$ cat config.mk
export PLATFORM = sky130hd
export DESIGN_NAME = fpsx_status_unit
export DESIGN_NICKNAME = d
export VERILOG_FILES = /design/src/include/fpsx_pkg.sv /design/src/hdl/fpsx_detect.sv /design/src/hdl/fpsx_result.sv /design/src/hdl/fpsx_status_unit.sv
export VERILOG_INCLUDE_DIRS = /design/src /design/src/include
export SDC_FILE = /design/constraint.sdc
export NUM_CORES = 1
export LEC_CHECK = 0
export BUFFER_PORTS_ARGS = -buffer_cell sky130_fd_sc_hd__buf_4
export CORE_AREA = 2 2 83 85
export CTS_CLUSTER_SIZE = 14
export DETAILED_ROUTE_END_ITERATION = 8
export DIE_AREA = 0 0 85 87
export GPL_TIMING_DRIVEN = 0
export PLACE_DENSITY_LB_ADDON = 0.1
export SLEW_MARGIN = 20
export SYNTH_ARGS = -nofsm -noshare
export SYNTH_HDL_FRONTEND = slang
export SYNTH_SLANG_ARGS = --single-unit
$ cat constraint.sdc
create_clock -name CLK -period 3 [get_ports CLK]
set_input_delay 0.6 -clock CLK [delete_from_list [all_inputs] [get_ports CLK]]
set_output_delay 0.6 -clock CLK [all_outputs]
set_load 0.05 [all_outputs]
$ cat src/include/fpsx_consts.svh
// Constants of the floating-point status and exception unit
// Notes on behaviour
// - Status word is not cleared by reset; contents undefined until software writes it.
// - Top byte returns an 8-bit system identifier; writes to it are ignored.
// - Identifier top bit is one for hardware, zero for software-only systems.
// - Trap enables at bits 16..20: invalid, divzero, overflow, underflow, inexact.
// - Trapped exception takes a trap and leaves its sticky flag alone.
// - Sticky flags at bits 0..4 in the same order; bits 5..7 reserved.
// - A set sticky flag stays set until a status write clears it.
// - Control bit 8 set flushes denormal operands to zero.
// - Bit 9 set makes every precision conversion of a signalling NaN invalid.
// - Bit 10 set runs every instruction synchronously, holding the host busy.
// - Bit 11 set selects the four-word packed decimal layout.
// - Bit 12 set makes compare carry mean greater-or-equal or unordered.
// - Untrapped invalid operation delivers a quiet NaN.
// - Infinity subtraction, zero times infinity, 0/0, inf/inf, bad remainder, negative root are invalid.
// - Impossible integer conversion is invalid; overflow yields signed largest integer.
// - Operations on signalling NaNs are invalid except loads and moves that keep the precision.
// - Signalling compares are invalid when any operand is a NaN.
// - Zero divisor with finite nonzero dividend raises divzero; untrapped gives signed infinity.
// - Overflow when rounded result exceeds largest; untrapped gives infinity or largest finite.
// - Underflow trapped on tininess; untrapped needs tininess and loss, also inexact.
// - Inexact on inexact rounding or untrapped overflow/underflow; those traps beat inexact.
`ifndef FPSX_CONSTS_SVH
`define FPSX_CONSTS_SVH
`define FPSX_FP_SYSTEM_IDENTIFIER_HI 31
`define FPSX_FP_SYSTEM_IDENTIFIER_LO 24
`define FPSX_TEN_LO 16
`define FPSX_CTL_FLUSH 8
`define FPSX_CTL_STRICT 9
`define FPSX_CTL_SYNC 10
`define FPSX_CTL_WIDE 11
`define FPSX_CTL_ALTC 12
// Arbitrary identifier value
`define FPSX_FP_SYSTEM_IDENTIFIER_DEF 8'h5a
`define FPSX_EXC_INV 0
`define FPSX_EXC_DZ 1
`define FPSX_EXC_OF 2
`define FPSX_EXC_UF 3
`define FPSX_EXC_IX 4
`define FPSX_QNAN_D 64'h7ff8000000000000
`define FPSX_INF_D 64'h7ff0000000000000
`define FPSX_MAXF_D 64'h7fefffffffffffff
`define FPSX_INT_MAX 32'h7fffffff
`define FPSX_INT_MIN 32'h80000000
`endif

$ cat src/include/fpsx_pkg.sv
// Types of the floating-point status and exception unit
package fpsx_pkg;
  typedef logic [4:0] fpsx_exc_t;
  typedef enum logic [3:0] {
    FPSX_OP_ARITH = 4'h0,
    FPSX_OP_ADD = 4'h1,
    FPSX_OP_SUB = 4'h2,
    FPSX_OP_MUL = 4'h3,
    FPSX_OP_DIV = 4'h4,
    FPSX_OP_REM = 4'h5,
    FPSX_OP_SQRT = 4'h6,
    FPSX_OP_FIX = 4'h7,
    FPSX_OP_CONV = 4'h8,
    FPSX_OP_LOAD = 4'h9,
    FPSX_OP_MOVE = 4'ha,
    FPSX_OP_CMP = 4'hb,
    FPSX_OP_CMPE = 4'hc
  } fpsx_op_e;
  typedef enum logic [1:0] {
    FPSX_RND_NEAR = 2'h0,
    FPSX_RND_PINF = 2'h1,
    FPSX_RND_MINF = 2'h2,
    FPSX_RND_ZERO = 2'h3
  } fpsx_rnd_e;
  typedef enum logic [1:0] {
    FPSX_PR_S = 2'h0,
    FPSX_PR_D = 2'h1,
    FPSX_PR_E = 2'h2
  } fpsx_pr_e;
  // Operand class flags for one operand
  typedef struct packed {
    logic snan;
    logic qnan;
    logic inf;
    logic zero;
    logic denorm;
    logic neg;
  } fpsx_cls_s;
  // One instruction's facts as the arithmetic unit reports them
  typedef struct packed {
    fpsx_op_e op;
    fpsx_pr_e src_pr;
    fpsx_pr_e dst_pr;
    fpsx_rnd_e rnd;
    fpsx_cls_s a;
    fpsx_cls_s b;
    logic fix_ovf;
    logic res_neg;
    logic ovf;
    logic tiny;
    logic loss;
    logic inexact;
  } fpsx_instr_s;
  typedef enum logic [2:0] {
    FPSX_ST_IDLE = 3'b001,
    FPSX_ST_BUSY = 3'b010,
    FPSX_ST_DONE = 3'b100
  } fpsx_st_e;
endpackage : fpsx_pkg

$ cat src/hdl/fpsx_detect.sv
// Exception condition detection for one instruction
`timescale 1ns/1ps
`default_nettype none
`include "fpsx_consts.svh"
module fpsx_detect
  import fpsx_pkg::*;
(
  // Instruction facts and controls
  input wire fpsx_instr_s INSTR,
  input wire logic STRICT,
  input wire fpsx_exc_t TEN,
  // Raised conditions
  output var fpsx_exc_t EXC
);
  function automatic logic is_nan(input fpsx_cls_s c);
    is_nan = c.snan | c.qnan;
  endfunction : is_nan

  logic snan_any;
  logic snan_exempt;
  logic conv_snan;
  logic inv;
  logic uf;
  always_comb
  begin
    snan_any = INSTR.a.snan | INSTR.b.snan;
    snan_exempt = (INSTR.op == FPSX_OP_LOAD)
      | ((INSTR.op == FPSX_OP_MOVE) & (INSTR.src_pr == INSTR.dst_pr));
    // Without strict mode extended acts as an internal format
    conv_snan = STRICT | ((INSTR.src_pr != FPSX_PR_E) & (INSTR.dst_pr != FPSX_PR_E));
    inv = (snan_any & ~snan_exempt & ((INSTR.op != FPSX_OP_CONV) | conv_snan));
    inv = inv | (((INSTR.op == FPSX_OP_SUB) | (INSTR.op == FPSX_OP_ADD)) & INSTR.a.inf
      & INSTR.b.inf & ((INSTR.op == FPSX_OP_SUB) ^ (INSTR.a.neg ^ INSTR.b.neg)));
    inv = inv | ((INSTR.op == FPSX_OP_MUL)
      & ((INSTR.a.zero & INSTR.b.inf) | (INSTR.a.inf & INSTR.b.zero)));
    inv = inv | ((INSTR.op == FPSX_OP_DIV)
      & ((INSTR.a.zero & INSTR.b.zero) | (INSTR.a.inf & INSTR.b.inf)));
    inv = inv | ((INSTR.op == FPSX_OP_REM) & (INSTR.a.inf | INSTR.b.zero));
    inv = inv | ((INSTR.op == FPSX_OP_SQRT) & INSTR.a.neg & ~INSTR.a.zero
      & ~is_nan(INSTR.a));
    inv = inv | ((INSTR.op == FPSX_OP_FIX)
      & (INSTR.fix_ovf | INSTR.a.inf | is_nan(INSTR.a)));
    inv = inv | ((INSTR.op == FPSX_OP_CMPE) & (is_nan(INSTR.a) | is_nan(INSTR.b)));
    EXC = '0;
    EXC[`FPSX_EXC_INV] = inv;
    EXC[`FPSX_EXC_DZ] = (INSTR.op == FPSX_OP_DIV) & INSTR.b.zero & ~INSTR.a.zero
      & ~INSTR.a.inf & ~is_nan(INSTR.a);
    EXC[`FPSX_EXC_OF] = INSTR.ovf & ~inv;
    uf = TEN[`FPSX_EXC_UF] ? INSTR.tiny : (INSTR.tiny & INSTR.loss);
    EXC[`FPSX_EXC_UF] = uf & ~inv;
    EXC[`FPSX_EXC_IX] = ~inv & (INSTR.inexact
      | (INSTR.ovf & ~TEN[`FPSX_EXC_OF]) | (uf & ~TEN[`FPSX_EXC_UF]));
  end
endmodule : fpsx_detect
`default_nettype wire

$ cat src/hdl/fpsx_result.sv
// Untrapped default results for raised exceptions
`timescale 1ns/1ps
`default_nettype none
`include "fpsx_consts.svh"
module fpsx_result
  import fpsx_pkg::*;
(
  // Instruction and decided conditions
  input wire fpsx_instr_s INSTR,
  input wire fpsx_exc_t EXC,
  // Replacement result
  output logic SUBST,
  output logic [63:0] VALUE
);
  logic to_inf;
  always_comb
  begin
    SUBST = 1'b0;
    VALUE = '0;
    // Directed rounding away from the sign saturates at largest finite
    case (INSTR.rnd)
      FPSX_RND_NEAR: to_inf = 1'b1;
      FPSX_RND_PINF: to_inf = ~INSTR.res_neg;
      FPSX_RND_MINF: to_inf = INSTR.res_neg;
      default: to_inf = 1'b0;
    endcase
    if (EXC[`FPSX_EXC_INV])
    begin
      SUBST = 1'b1;
      if (INSTR.op == FPSX_OP_FIX && INSTR.fix_ovf)
        VALUE = {32'h0, INSTR.a.neg ? `FPSX_INT_MIN : `FPSX_INT_MAX};
      else
        VALUE = `FPSX_QNAN_D;
    end
    else if (EXC[`FPSX_EXC_DZ])
    begin
      SUBST = 1'b1;
      VALUE = `FPSX_INF_D | {INSTR.a.neg ^ INSTR.b.neg, 63'h0};
    end
    else if (EXC[`FPSX_EXC_OF])
    begin
      SUBST = 1'b1;
      VALUE = (to_inf ? `FPSX_INF_D : `FPSX_MAXF_D) | {INSTR.res_neg, 63'h0};
    end
    else if (INSTR.op == FPSX_OP_SQRT && INSTR.a.zero && INSTR.a.neg)
    begin
      SUBST = 1'b1;
      VALUE = {1'b1, 63'h0};
    end
  end
endmodule : fpsx_result
`default_nettype wire

$ cat src/hdl/fpsx_status_unit.sv
// Floating-point status word and exception decision unit
`timescale 1ns/1ps
`default_nettype none
`include "fpsx_consts.svh"
module fpsx_status_unit
  import fpsx_pkg::*;
#(
  // Identifier low bits, arbitrary value
  parameter logic [7:0] FP_SYSTEM_IDENTIFIER_VAL = `FPSX_FP_SYSTEM_IDENTIFIER_DEF,
  parameter logic HW_IMPL = 1'b1
)
(
  // Clock and reset
  input wire logic CLK,
  input wire logic RESETN,
  // Status word access by instructions
  input wire logic STATUS_WRITE_INSTR,
  input wire logic [31:0] WDATA,
  output logic [31:0] FP_STATUS_WORD,
  // Instruction completion from the arithmetic unit
  input wire logic ISSUE,
  input wire logic DONE,
  input wire fpsx_instr_s INSTR,
  // Outcome to the host
  output logic TRAP,
  output var fpsx_exc_t TRAP_CAUSE,
  output logic SUBST,
  output logic [63:0] SUBST_VALUE,
  output logic HOST_BUSY,
  output logic CARRY,
  input wire logic CMP_GE,
  input wire logic CMP_UNORD,
  // Feature controls to the datapath
  output logic FLUSH_DENORM_ZERO,
  output logic WIDE_DECIMAL_FMT
);
  // Status fields; no reset by design
  fpsx_exc_t trap_en_r, trap_en_nxt;
  logic [4:0] ctl_r, ctl_nxt;
  fpsx_exc_t sticky_r, sticky_nxt;
  fpsx_st_e st_r, st_nxt;
  logic trap_r, trap_nxt;
  fpsx_exc_t cause_r, cause_nxt;
  logic subst_r, subst_nxt;
  logic [63:0] val_r, val_nxt;
  logic carry_r, carry_nxt;
  fpsx_exc_t exc;
  fpsx_exc_t trapped;
  logic sub_w;
  logic [63:0] val_w;
  logic [7:0] fp_system_identifier;

  fpsx_detect u_detect (
    .INSTR(INSTR),
    .STRICT(ctl_r[`FPSX_CTL_STRICT - `FPSX_CTL_FLUSH]),
    .TEN(trap_en_r),
    .EXC(exc)
  );

  fpsx_result u_result (
    .INSTR(INSTR),
    .EXC(exc),
    .SUBST(sub_w),
    .VALUE(val_w)
  );

  always_comb
  begin
    trap_en_nxt = trap_en_r;
    ctl_nxt = ctl_r;
    sticky_nxt = sticky_r;
    trapped = exc & trap_en_r;
    // Overflow and underflow traps suppress the inexact trap
    if (trapped[`FPSX_EXC_OF] | trapped[`FPSX_EXC_UF])
      trapped[`FPSX_EXC_IX] = 1'b0;
    if (STATUS_WRITE_INSTR)
    begin
      trap_en_nxt = WDATA[`FPSX_TEN_LO +: 5];
      ctl_nxt = WDATA[`FPSX_CTL_FLUSH +: 5];
      sticky_nxt = WDATA[4:0];
    end
    if (DONE)
      sticky_nxt = sticky_nxt | (exc & ~trap_en_r);
  end

  always_ff @(posedge CLK)
  begin
    trap_en_r <= trap_en_nxt;
    ctl_r <= ctl_nxt;
    sticky_r <= sticky_nxt;
  end

  always_comb
  begin
    st_nxt = st_r;
    trap_nxt = 1'b0;
    cause_nxt = cause_r;
    subst_nxt = 1'b0;
    val_nxt = val_r;
    carry_nxt = carry_r;
    case (st_r)
      FPSX_ST_IDLE:
        if (ISSUE && !DONE && ctl_r[`FPSX_CTL_SYNC - `FPSX_CTL_FLUSH])
          st_nxt = FPSX_ST_BUSY;
      FPSX_ST_BUSY:
        if (DONE)
          st_nxt = FPSX_ST_DONE;
      // A new issue right after completion must not be lost
      FPSX_ST_DONE:
        if (ISSUE && !DONE && ctl_r[`FPSX_CTL_SYNC - `FPSX_CTL_FLUSH])
          st_nxt = FPSX_ST_BUSY;
        else
          st_nxt = FPSX_ST_IDLE;
      default:
        st_nxt = FPSX_ST_IDLE;
    endcase
    if (DONE)
    begin
      trap_nxt = |trapped;
      cause_nxt = trapped;
      subst_nxt = sub_w & ~(|(exc & trap_en_r));
      val_nxt = val_w;
      if (INSTR.op == FPSX_OP_CMP || INSTR.op == FPSX_OP_CMPE)
        carry_nxt = CMP_GE | (ctl_r[`FPSX_CTL_ALTC - `FPSX_CTL_FLUSH] & CMP_UNORD);
    end
  end

  always_ff @(posedge CLK or negedge RESETN)
  begin
    if (!RESETN)
    begin
      st_r <= FPSX_ST_IDLE;
      trap_r <= 1'b0;
      cause_r <= '0;
      subst_r <= 1'b0;
      val_r <= '0;
      carry_r <= 1'b0;
    end
    else
    begin
      st_r <= st_nxt;
      trap_r <= trap_nxt;
      cause_r <= cause_nxt;
      subst_r <= subst_nxt;
      val_r <= val_nxt;
      carry_r <= carry_nxt;
    end
  end

  always_comb
  begin
    fp_system_identifier = {HW_IMPL, FP_SYSTEM_IDENTIFIER_VAL[6:0]};
    FP_STATUS_WORD = {fp_system_identifier, 3'h0, trap_en_r, 3'h0, ctl_r, 3'h0, sticky_r};
  end

  assign HOST_BUSY = (st_r == FPSX_ST_BUSY)
    | (ISSUE & ctl_r[`FPSX_CTL_SYNC - `FPSX_CTL_FLUSH] & (st_r != FPSX_ST_BUSY));
  assign TRAP = trap_r;
  assign TRAP_CAUSE = cause_r;
  assign SUBST = subst_r;
  assign SUBST_VALUE = val_r;
  assign CARRY = carry_r;
  assign FLUSH_DENORM_ZERO = ctl_r[0];
  assign WIDE_DECIMAL_FMT = ctl_r[`FPSX_CTL_WIDE - `FPSX_CTL_FLUSH];
endmodule : fpsx_status_unit
`default_nettype wire

# Yosys cells after proc, flatten, opt, wreduce, memory -nomap -nowiden
# Cells that the tools add are included.
[op_classes] n_div=0 n_mux=22 reduce_logical=12 addsub=0 n_lt_le_gt_ge=0 bitwise_logic=74 mul=0 eq_ne=23 shifts=0
[ops] operator="2-to-1 mux 64 bit" count=4
[ops] operator="OR 64 bit" count=1
[ops] operator="2-to-1 mux 63 bit" count=1
[ops] operator="2-to-1 mux 53 bit" count=1
[ops] operator="bitwise AND 1 bit" count=33
[ops] operator="2-to-1 mux 32 bit" count=1
[ops] operator="OR 1 bit" count=25
[ops] operator="equality test 4 x 3 -> 1 bit (second input constant)" count=4
[ops] operator="equality test 4 bit (second input constant)" count=4
[ops] operator="bitwise AND 5 bit" count=2
[ops] operator="2-to-1 mux 5 bit" count=2
[ops] operator="OR reduction 5 bit" count=2
[ops] operator="inverter 1 bit" count=9
[ops] operator="one-hot mux 3 bit (3 select lines)" count=1
[ops] operator="equality test 4 x 2 -> 1 bit (second input constant)" count=2
[ops] operator="2-to-1 mux 1 bit" count=8
[ops] operator="!= test 2 bit (second input constant)" count=4
[ops] operator="2-to-1 mux 3 bit" count=2
[ops] operator="logical AND 1 bit" count=5
[ops] operator="inverter 5 bit" count=1
[ops] operator="OR 5 bit" count=1
[ops] operator="equality test 4 x 1 -> 1 bit (second input constant)" count=1
[ops] operator="!= test 4 bit (second input constant)" count=1
[ops] operator="AND reduction 2 bit" count=2
[ops] operator="13 further kinds" count=14
[word_totals] latchBits=0 regBits=90 ram_bits=0 romBits=0 memories=0 wordCells=140 output_inout_bits=107

# Depth between registers and ports, before layout
[logic_depth] ltp_word=20 ltp_mapped=9

# Modules after synthesis
# From an unflattened synthesis, not the netlist that was laid out.
[unflattened] hier_cells=364 hier_area_um2=4446.8
[modules_own_cells] mod="fpsx_status_unit" n_inst=1 seq_area_each_um2=2278.4 area_each_um2=3567.2 cells_each=241
[modules_own_cells] mod="fpsx_result" n_inst=1 seq_area_each_um2=0.0 area_each_um2=574.3 cells_each=78
[modules_own_cells] mod="fpsx_detect" n_inst=1 seq_area_each_um2=0.0 area_each_um2=305.3 cells_each=45

# Worst setup path before layout
# Ideal clock, no wire load.
[synth_path] path_kind="input-to-reg" start="input port INSTR[24] (netlist bit)" end="register val_r[30], in the netlist SUBST_VALUE[30]" cell_stages=8 slack_ns=0.843 arrival_time_ns=2.074 setup_ns=0.082 cell_sequence="buf_6 > o21ai_2 > a31o_2 > a31oi_1 > o32ai_2 > nand2_2 > or4_4 > a31oi_1"
[synth_via] elab_chain_cells=18 elab_cells_between_ends=48 cone_classes="11 x eq/ne; 4 x mux; 32 x bitwise; 1 x reduce/logical"
[synth_lines] element="start, declared" line_no="fpsx_status_unit.sv:23" rtl="input wire fpsx_instr_s INSTR,"
[synth_lines] element="equality test 4 bit" line_no="fpsx_detect.sv:28" rtl="| ((INSTR.op == FPSX_OP_MOVE) & (INSTR.src_pr == INSTR.dst_pr));"
[synth_lines] element="bitwise AND 1 bit" line_no="fpsx_detect.sv:28"
[synth_lines] element="OR 1 bit" line_no="fpsx_detect.sv:28"
[synth_lines] element="inverter 1 bit" line_no="fpsx_detect.sv:31" rtl="inv = (snan_any & ~snan_exempt & ((INSTR.op != FPSX_OP_CONV) | conv_snan));"
[synth_lines] element="bitwise AND 1 bit (2 in a row)" line_no="fpsx_detect.sv:31"
[synth_lines] element="OR 1 bit" line_no="fpsx_detect.sv:32" rtl="inv = inv | (((INSTR.op == FPSX_OP_SUB) | (INSTR.op == FPSX_OP_ADD)) & INSTR.a.inf"
[synth_lines] element="OR 1 bit" line_no="fpsx_detect.sv:34" rtl="inv = inv | ((INSTR.op == FPSX_OP_MUL)"
[synth_lines] element="OR 1 bit" line_no="fpsx_detect.sv:36" rtl="inv = inv | ((INSTR.op == FPSX_OP_DIV)"
[synth_lines] element="OR 1 bit" line_no="fpsx_detect.sv:38" rtl="inv = inv | ((INSTR.op == FPSX_OP_REM) & (INSTR.a.inf | INSTR.b.zero));"
[synth_lines] element="OR 1 bit" line_no="fpsx_detect.sv:39" rtl="inv = inv | ((INSTR.op == FPSX_OP_SQRT) & INSTR.a.neg & ~INSTR.a.zero"
[synth_lines] element="OR 1 bit" line_no="fpsx_detect.sv:41" rtl="inv = inv | ((INSTR.op == FPSX_OP_FIX)"
[synth_lines] element="OR 1 bit" line_no="fpsx_detect.sv:43" rtl="inv = inv | ((INSTR.op == FPSX_OP_CMPE) & (is_nan(INSTR.a) | is_nan(INSTR.b)));"
[synth_lines] element="inverter 1 bit" line_no="fpsx_detect.sv:48" rtl="EXC[`FPSX_EXC_OF] = INSTR.ovf & ~inv;"
[synth_lines] element="bitwise AND 1 bit" line_no="fpsx_detect.sv:48"
[synth_lines] element="2-to-1 mux 64 bit" line_no="fpsx_result.sv:40" rtl="else if (EXC[`FPSX_EXC_OF])"
[synth_lines] element="2-to-1 mux 64 bit" line_no="fpsx_result.sv:35" rtl="else if (EXC[`FPSX_EXC_DZ])"
[synth_lines] element="2-to-1 mux 64 bit *" line_no="fpsx_result.sv:27" rtl="if (EXC[`FPSX_EXC_INV])"
[synth_lines] element="end signal, assigned" line_no="fpsx_status_unit.sv:145" rtl="val_r <= val_nxt;"
[synth_lines] element="end, declared" line_no="fpsx_status_unit.sv:45" rtl="logic [63:0] val_r, val_nxt;"
# Mark *: on every way between the ends. The rest lies on a longest branch, timed or not.
# A chain may end at the register's enable or synchronous reset.

==> flow_summary_export.csv <==
group,metric,value,unit
placed_design,pre_cts_ws,0.508,ns
setup_path,required,2.40,ns
power_and_ir_drop,ir_drop,0.314,mV
synthesis,synth_top_area_cell,"buf_4",
sta,slew_headroom,0.408,
synthesis,yosysSeqAreaShare,0.388,
clock_tree,cts.repair.resized,0,
power_and_ir_drop,leakagePower,1.79,nW
global_route,grt-ovfl-total,0,
floorplanning,core-area,6570,um^2
drt,first_iter_violations,53,
synthesis,synth_edf_count,10,
sta,setup_viol,0,
sta,fin_crit_sh,0.745,
clock_tree,clock_path_buffers,2,
clock_tree,clockRootBuffer,"clkbuf_8",
synthesis,ys_warn_count,0,
drt,drc,0,
synthesis,synthCells,235,
floorplanning,die_w,85,um
synthesis,synth_top_area_frac,0.266,
drt,wl_per_cell,12.0,um
drt,viasPerCell,4.34,
clock_tree,cts_inserted_buffers,5,
setup_path,worstPathArrival,1.63,ns
synthesis,synth-seq-cells,33,
finish,antennaDiodeCount,0,
synthesis,synth_area_leaders,"buf_4, dfrtp_1, edfxtp_1",
sta,worst_slack,0.766,ns
sta,skew,0.00549,ns
synthesis,synth_cell_types,52,
clock_tree,postCtsSetupBuffers,0,
floorplanning,die_y,87,um
power_and_ir_drop,powerDensity,495,nW/um^2
global_route,grt_max_degree,33,
floorplanning,num_io_pins,174,
clock_tree,clkSinkCount,33,
drt,wirelength,5.65,mm
global_route,grt_pass1_wl,8.71,mm
min_path,worstHoldPathType,"in -> async",
setup_path,crit_path_end_kind,"output port",
drt,drtAntennaViolNets,0,
synthesis,syn_area,2200,um^2
sta,tns,0,ns
setup_path,cp-start-kind,"flop",
floorplanning,rows,30,
clock_tree,clk_pin_slew,0.07,ns
clock_tree,htree_levels,2,
synthesis,synthArstFlopShare,0.545,
setup_path,critical_path_class,"reg -> out",
drt,drtPass1Iterations,4,
clock_tree,insertion_delay,0.28,ns
clock_tree,postCtsHoldBufs,0,
placed_design,place_congestion,0.844,
sta,period_minus_slack,2.23,ns
global_route,antenna_found_initial,0,
global_route,grt_usage,0.145,
run,drv_cap,0,
setup_path,worstPathMaxFanout,32,
finish,drive_gt1_frac,0.579,
finish,nets,458,
sta,rsz0062_at_grt,"false",
drt,num_vias,2047,
sta,worst_pin_slew,0.888,ns
sta,final_hold_viol_count,0,
synthesis,synth.avg_cell_area,9.35,um^2
placed_design,place_hpwl,4.51,mm
placed_design,io_buffers,134,
floorplanning,initial_core_util,0.335,
floorplanning,die_area,7400,um^2
sta,max_freq,448,MHz
global_route,grt_pass1_vias,1856,
finish,area_growth,57.0,%
clock_tree,cts_tree,"built",
sta,final_max_slew_viol_count,0,
outcome,outcome,"completed",
synthesis,ys.flop_type,"dfrtp_1",
## registers in the layout (all words and copies together) (netlist names)
signal / cells
TRAP_CAUSE: 5
SUBST_VALUE: 7
ctl_r: 5
sticky_r: 5
st_r: 3
CARRY: 1
TRAP: 1
SUBST: 1
trap_en_r: 5
## worst max-delay path: stages, from the launching register on
cell,delay (ns)
dfrtp_1,0.92
buf_4,0.23
buf_4,0.19
## metrics by stage
step	total power [mW]	hold slack, ns	std cells	util	area [um^2]
after floorplan	1.13	0.304	250	-	2250
after global placement	1.38	0.467	464	0.512	3360
after detailed placement	1.38	0.463	464	0.512	3360
after CTS	1.73	0.176	472	0.525	3450
after global routing	1.78	0.180	472	0.525	3450
final	1.71	0.176	472	0.525	3450
## power by group
part           switching (mW)  internal [mW]
clock                   0.155          0.187
sequential             0.0373          0.503
combinational           0.533          0.293
## cells in the mapped netlist, types with 2 or more instances
cell / count
dfxtp_1: 5
a21oi_1: 5
inv_1: 6
a211oi_1: 2
nand4b_1: 2
a221o_1: 3
nand2b_1: 2
dfrtp_1: 17
mux2i_1: 4
nor2b_1: 5
clkbuf_1: 6
buf_4: 78
nand2_1: 16
edfxtp_1: 10
nand4_1: 2
o21ai_0: 7
conb_1: 2
xor2_1: 2
nor4_1: 3
nand3_1: 5
xnor2_1: 2
nor2_1: 10
nor3_1: 3
o2bb2ai_1: 5
a31oi_1: 6
## routing by layer
metal  share of wire  routed length (um)  track usage  vias up
met5               0                   0            0        -
met4          0.0090                  51       0.0346        0
met3            0.12                 695       0.0550        6
met2            0.47                2660        0.251      108
met1            0.40                2240        0.170      900
li1                -                   -            -     1033
## cell families after synthesis
family / count (synthesis) / synth area share
XOR/XNOR: 4 / 0.0159
AND/OR/NAND/NOR: 58 / 0.142
other: 2 / 0.00342
multiplexers: 4 / 0.0182
flip-flops: 33 / 0.388
AO/OA/AOI/OAI: 41 / 0.137
buffers and inverters: 93 / 0.296
## cell type report
cell class	count	area, um^2
fill	601	3120
tap	80	100
buffer	87	628
clock buffer	8	90.1
sequential	33	852
inverter	6	22.5
timing repair buffer	134	1010
multi-input combinational	124	752
## cell usage in the layout (no fill, tap or decap), types with 2 or more instances in the layout
cell type and count:
buf_4 212, dfrtp_1 17, conb_1 17, nand2_1 16
nor2_1 10, edfxtp_1 10, clkbuf_1 8, o21ai_0 7
inv_1 6, a31oi_1 6, clkbuf_8 6, a21oi_1 5
nand3_1 5, nor2b_1 5, o2bb2ai_1 5, dfxtp_1 5
mux2i_1 4, nor4_1 3, nor3_1 3, a221o_1 3
xor2_1 2, xnor2_1 2, nand4b_1 2, nand2b_1 2
nand4_1 2, a211oi_1 2
## path summary, 6_finish.rpt
| path | start | end | slack (ns) | depth (start not counted) |
|---|---|---|---|---|
| setup / recovery | SUBST_VALUE[30] | SUBST_VALUE[9] | 0.77 | 2 |
| hold / removal | RESETN | TRAP_CAUSE[2] | 0.18 | 1 |
| setup reg to reg | ctl_r[1] | SUBST_VALUE[31] | 1.36 | 6 |
| hold reg to reg | sticky_r[1] | sticky_r[1] | 0.48 | 2 |
| max in group asynchronous | RESETN | st_r[0] | 2.56 | 1 |
| min in group CLK | sticky_r[1] | sticky_r[1] | 0.48 | 2 |
Power figures use the tool's default switching activity.
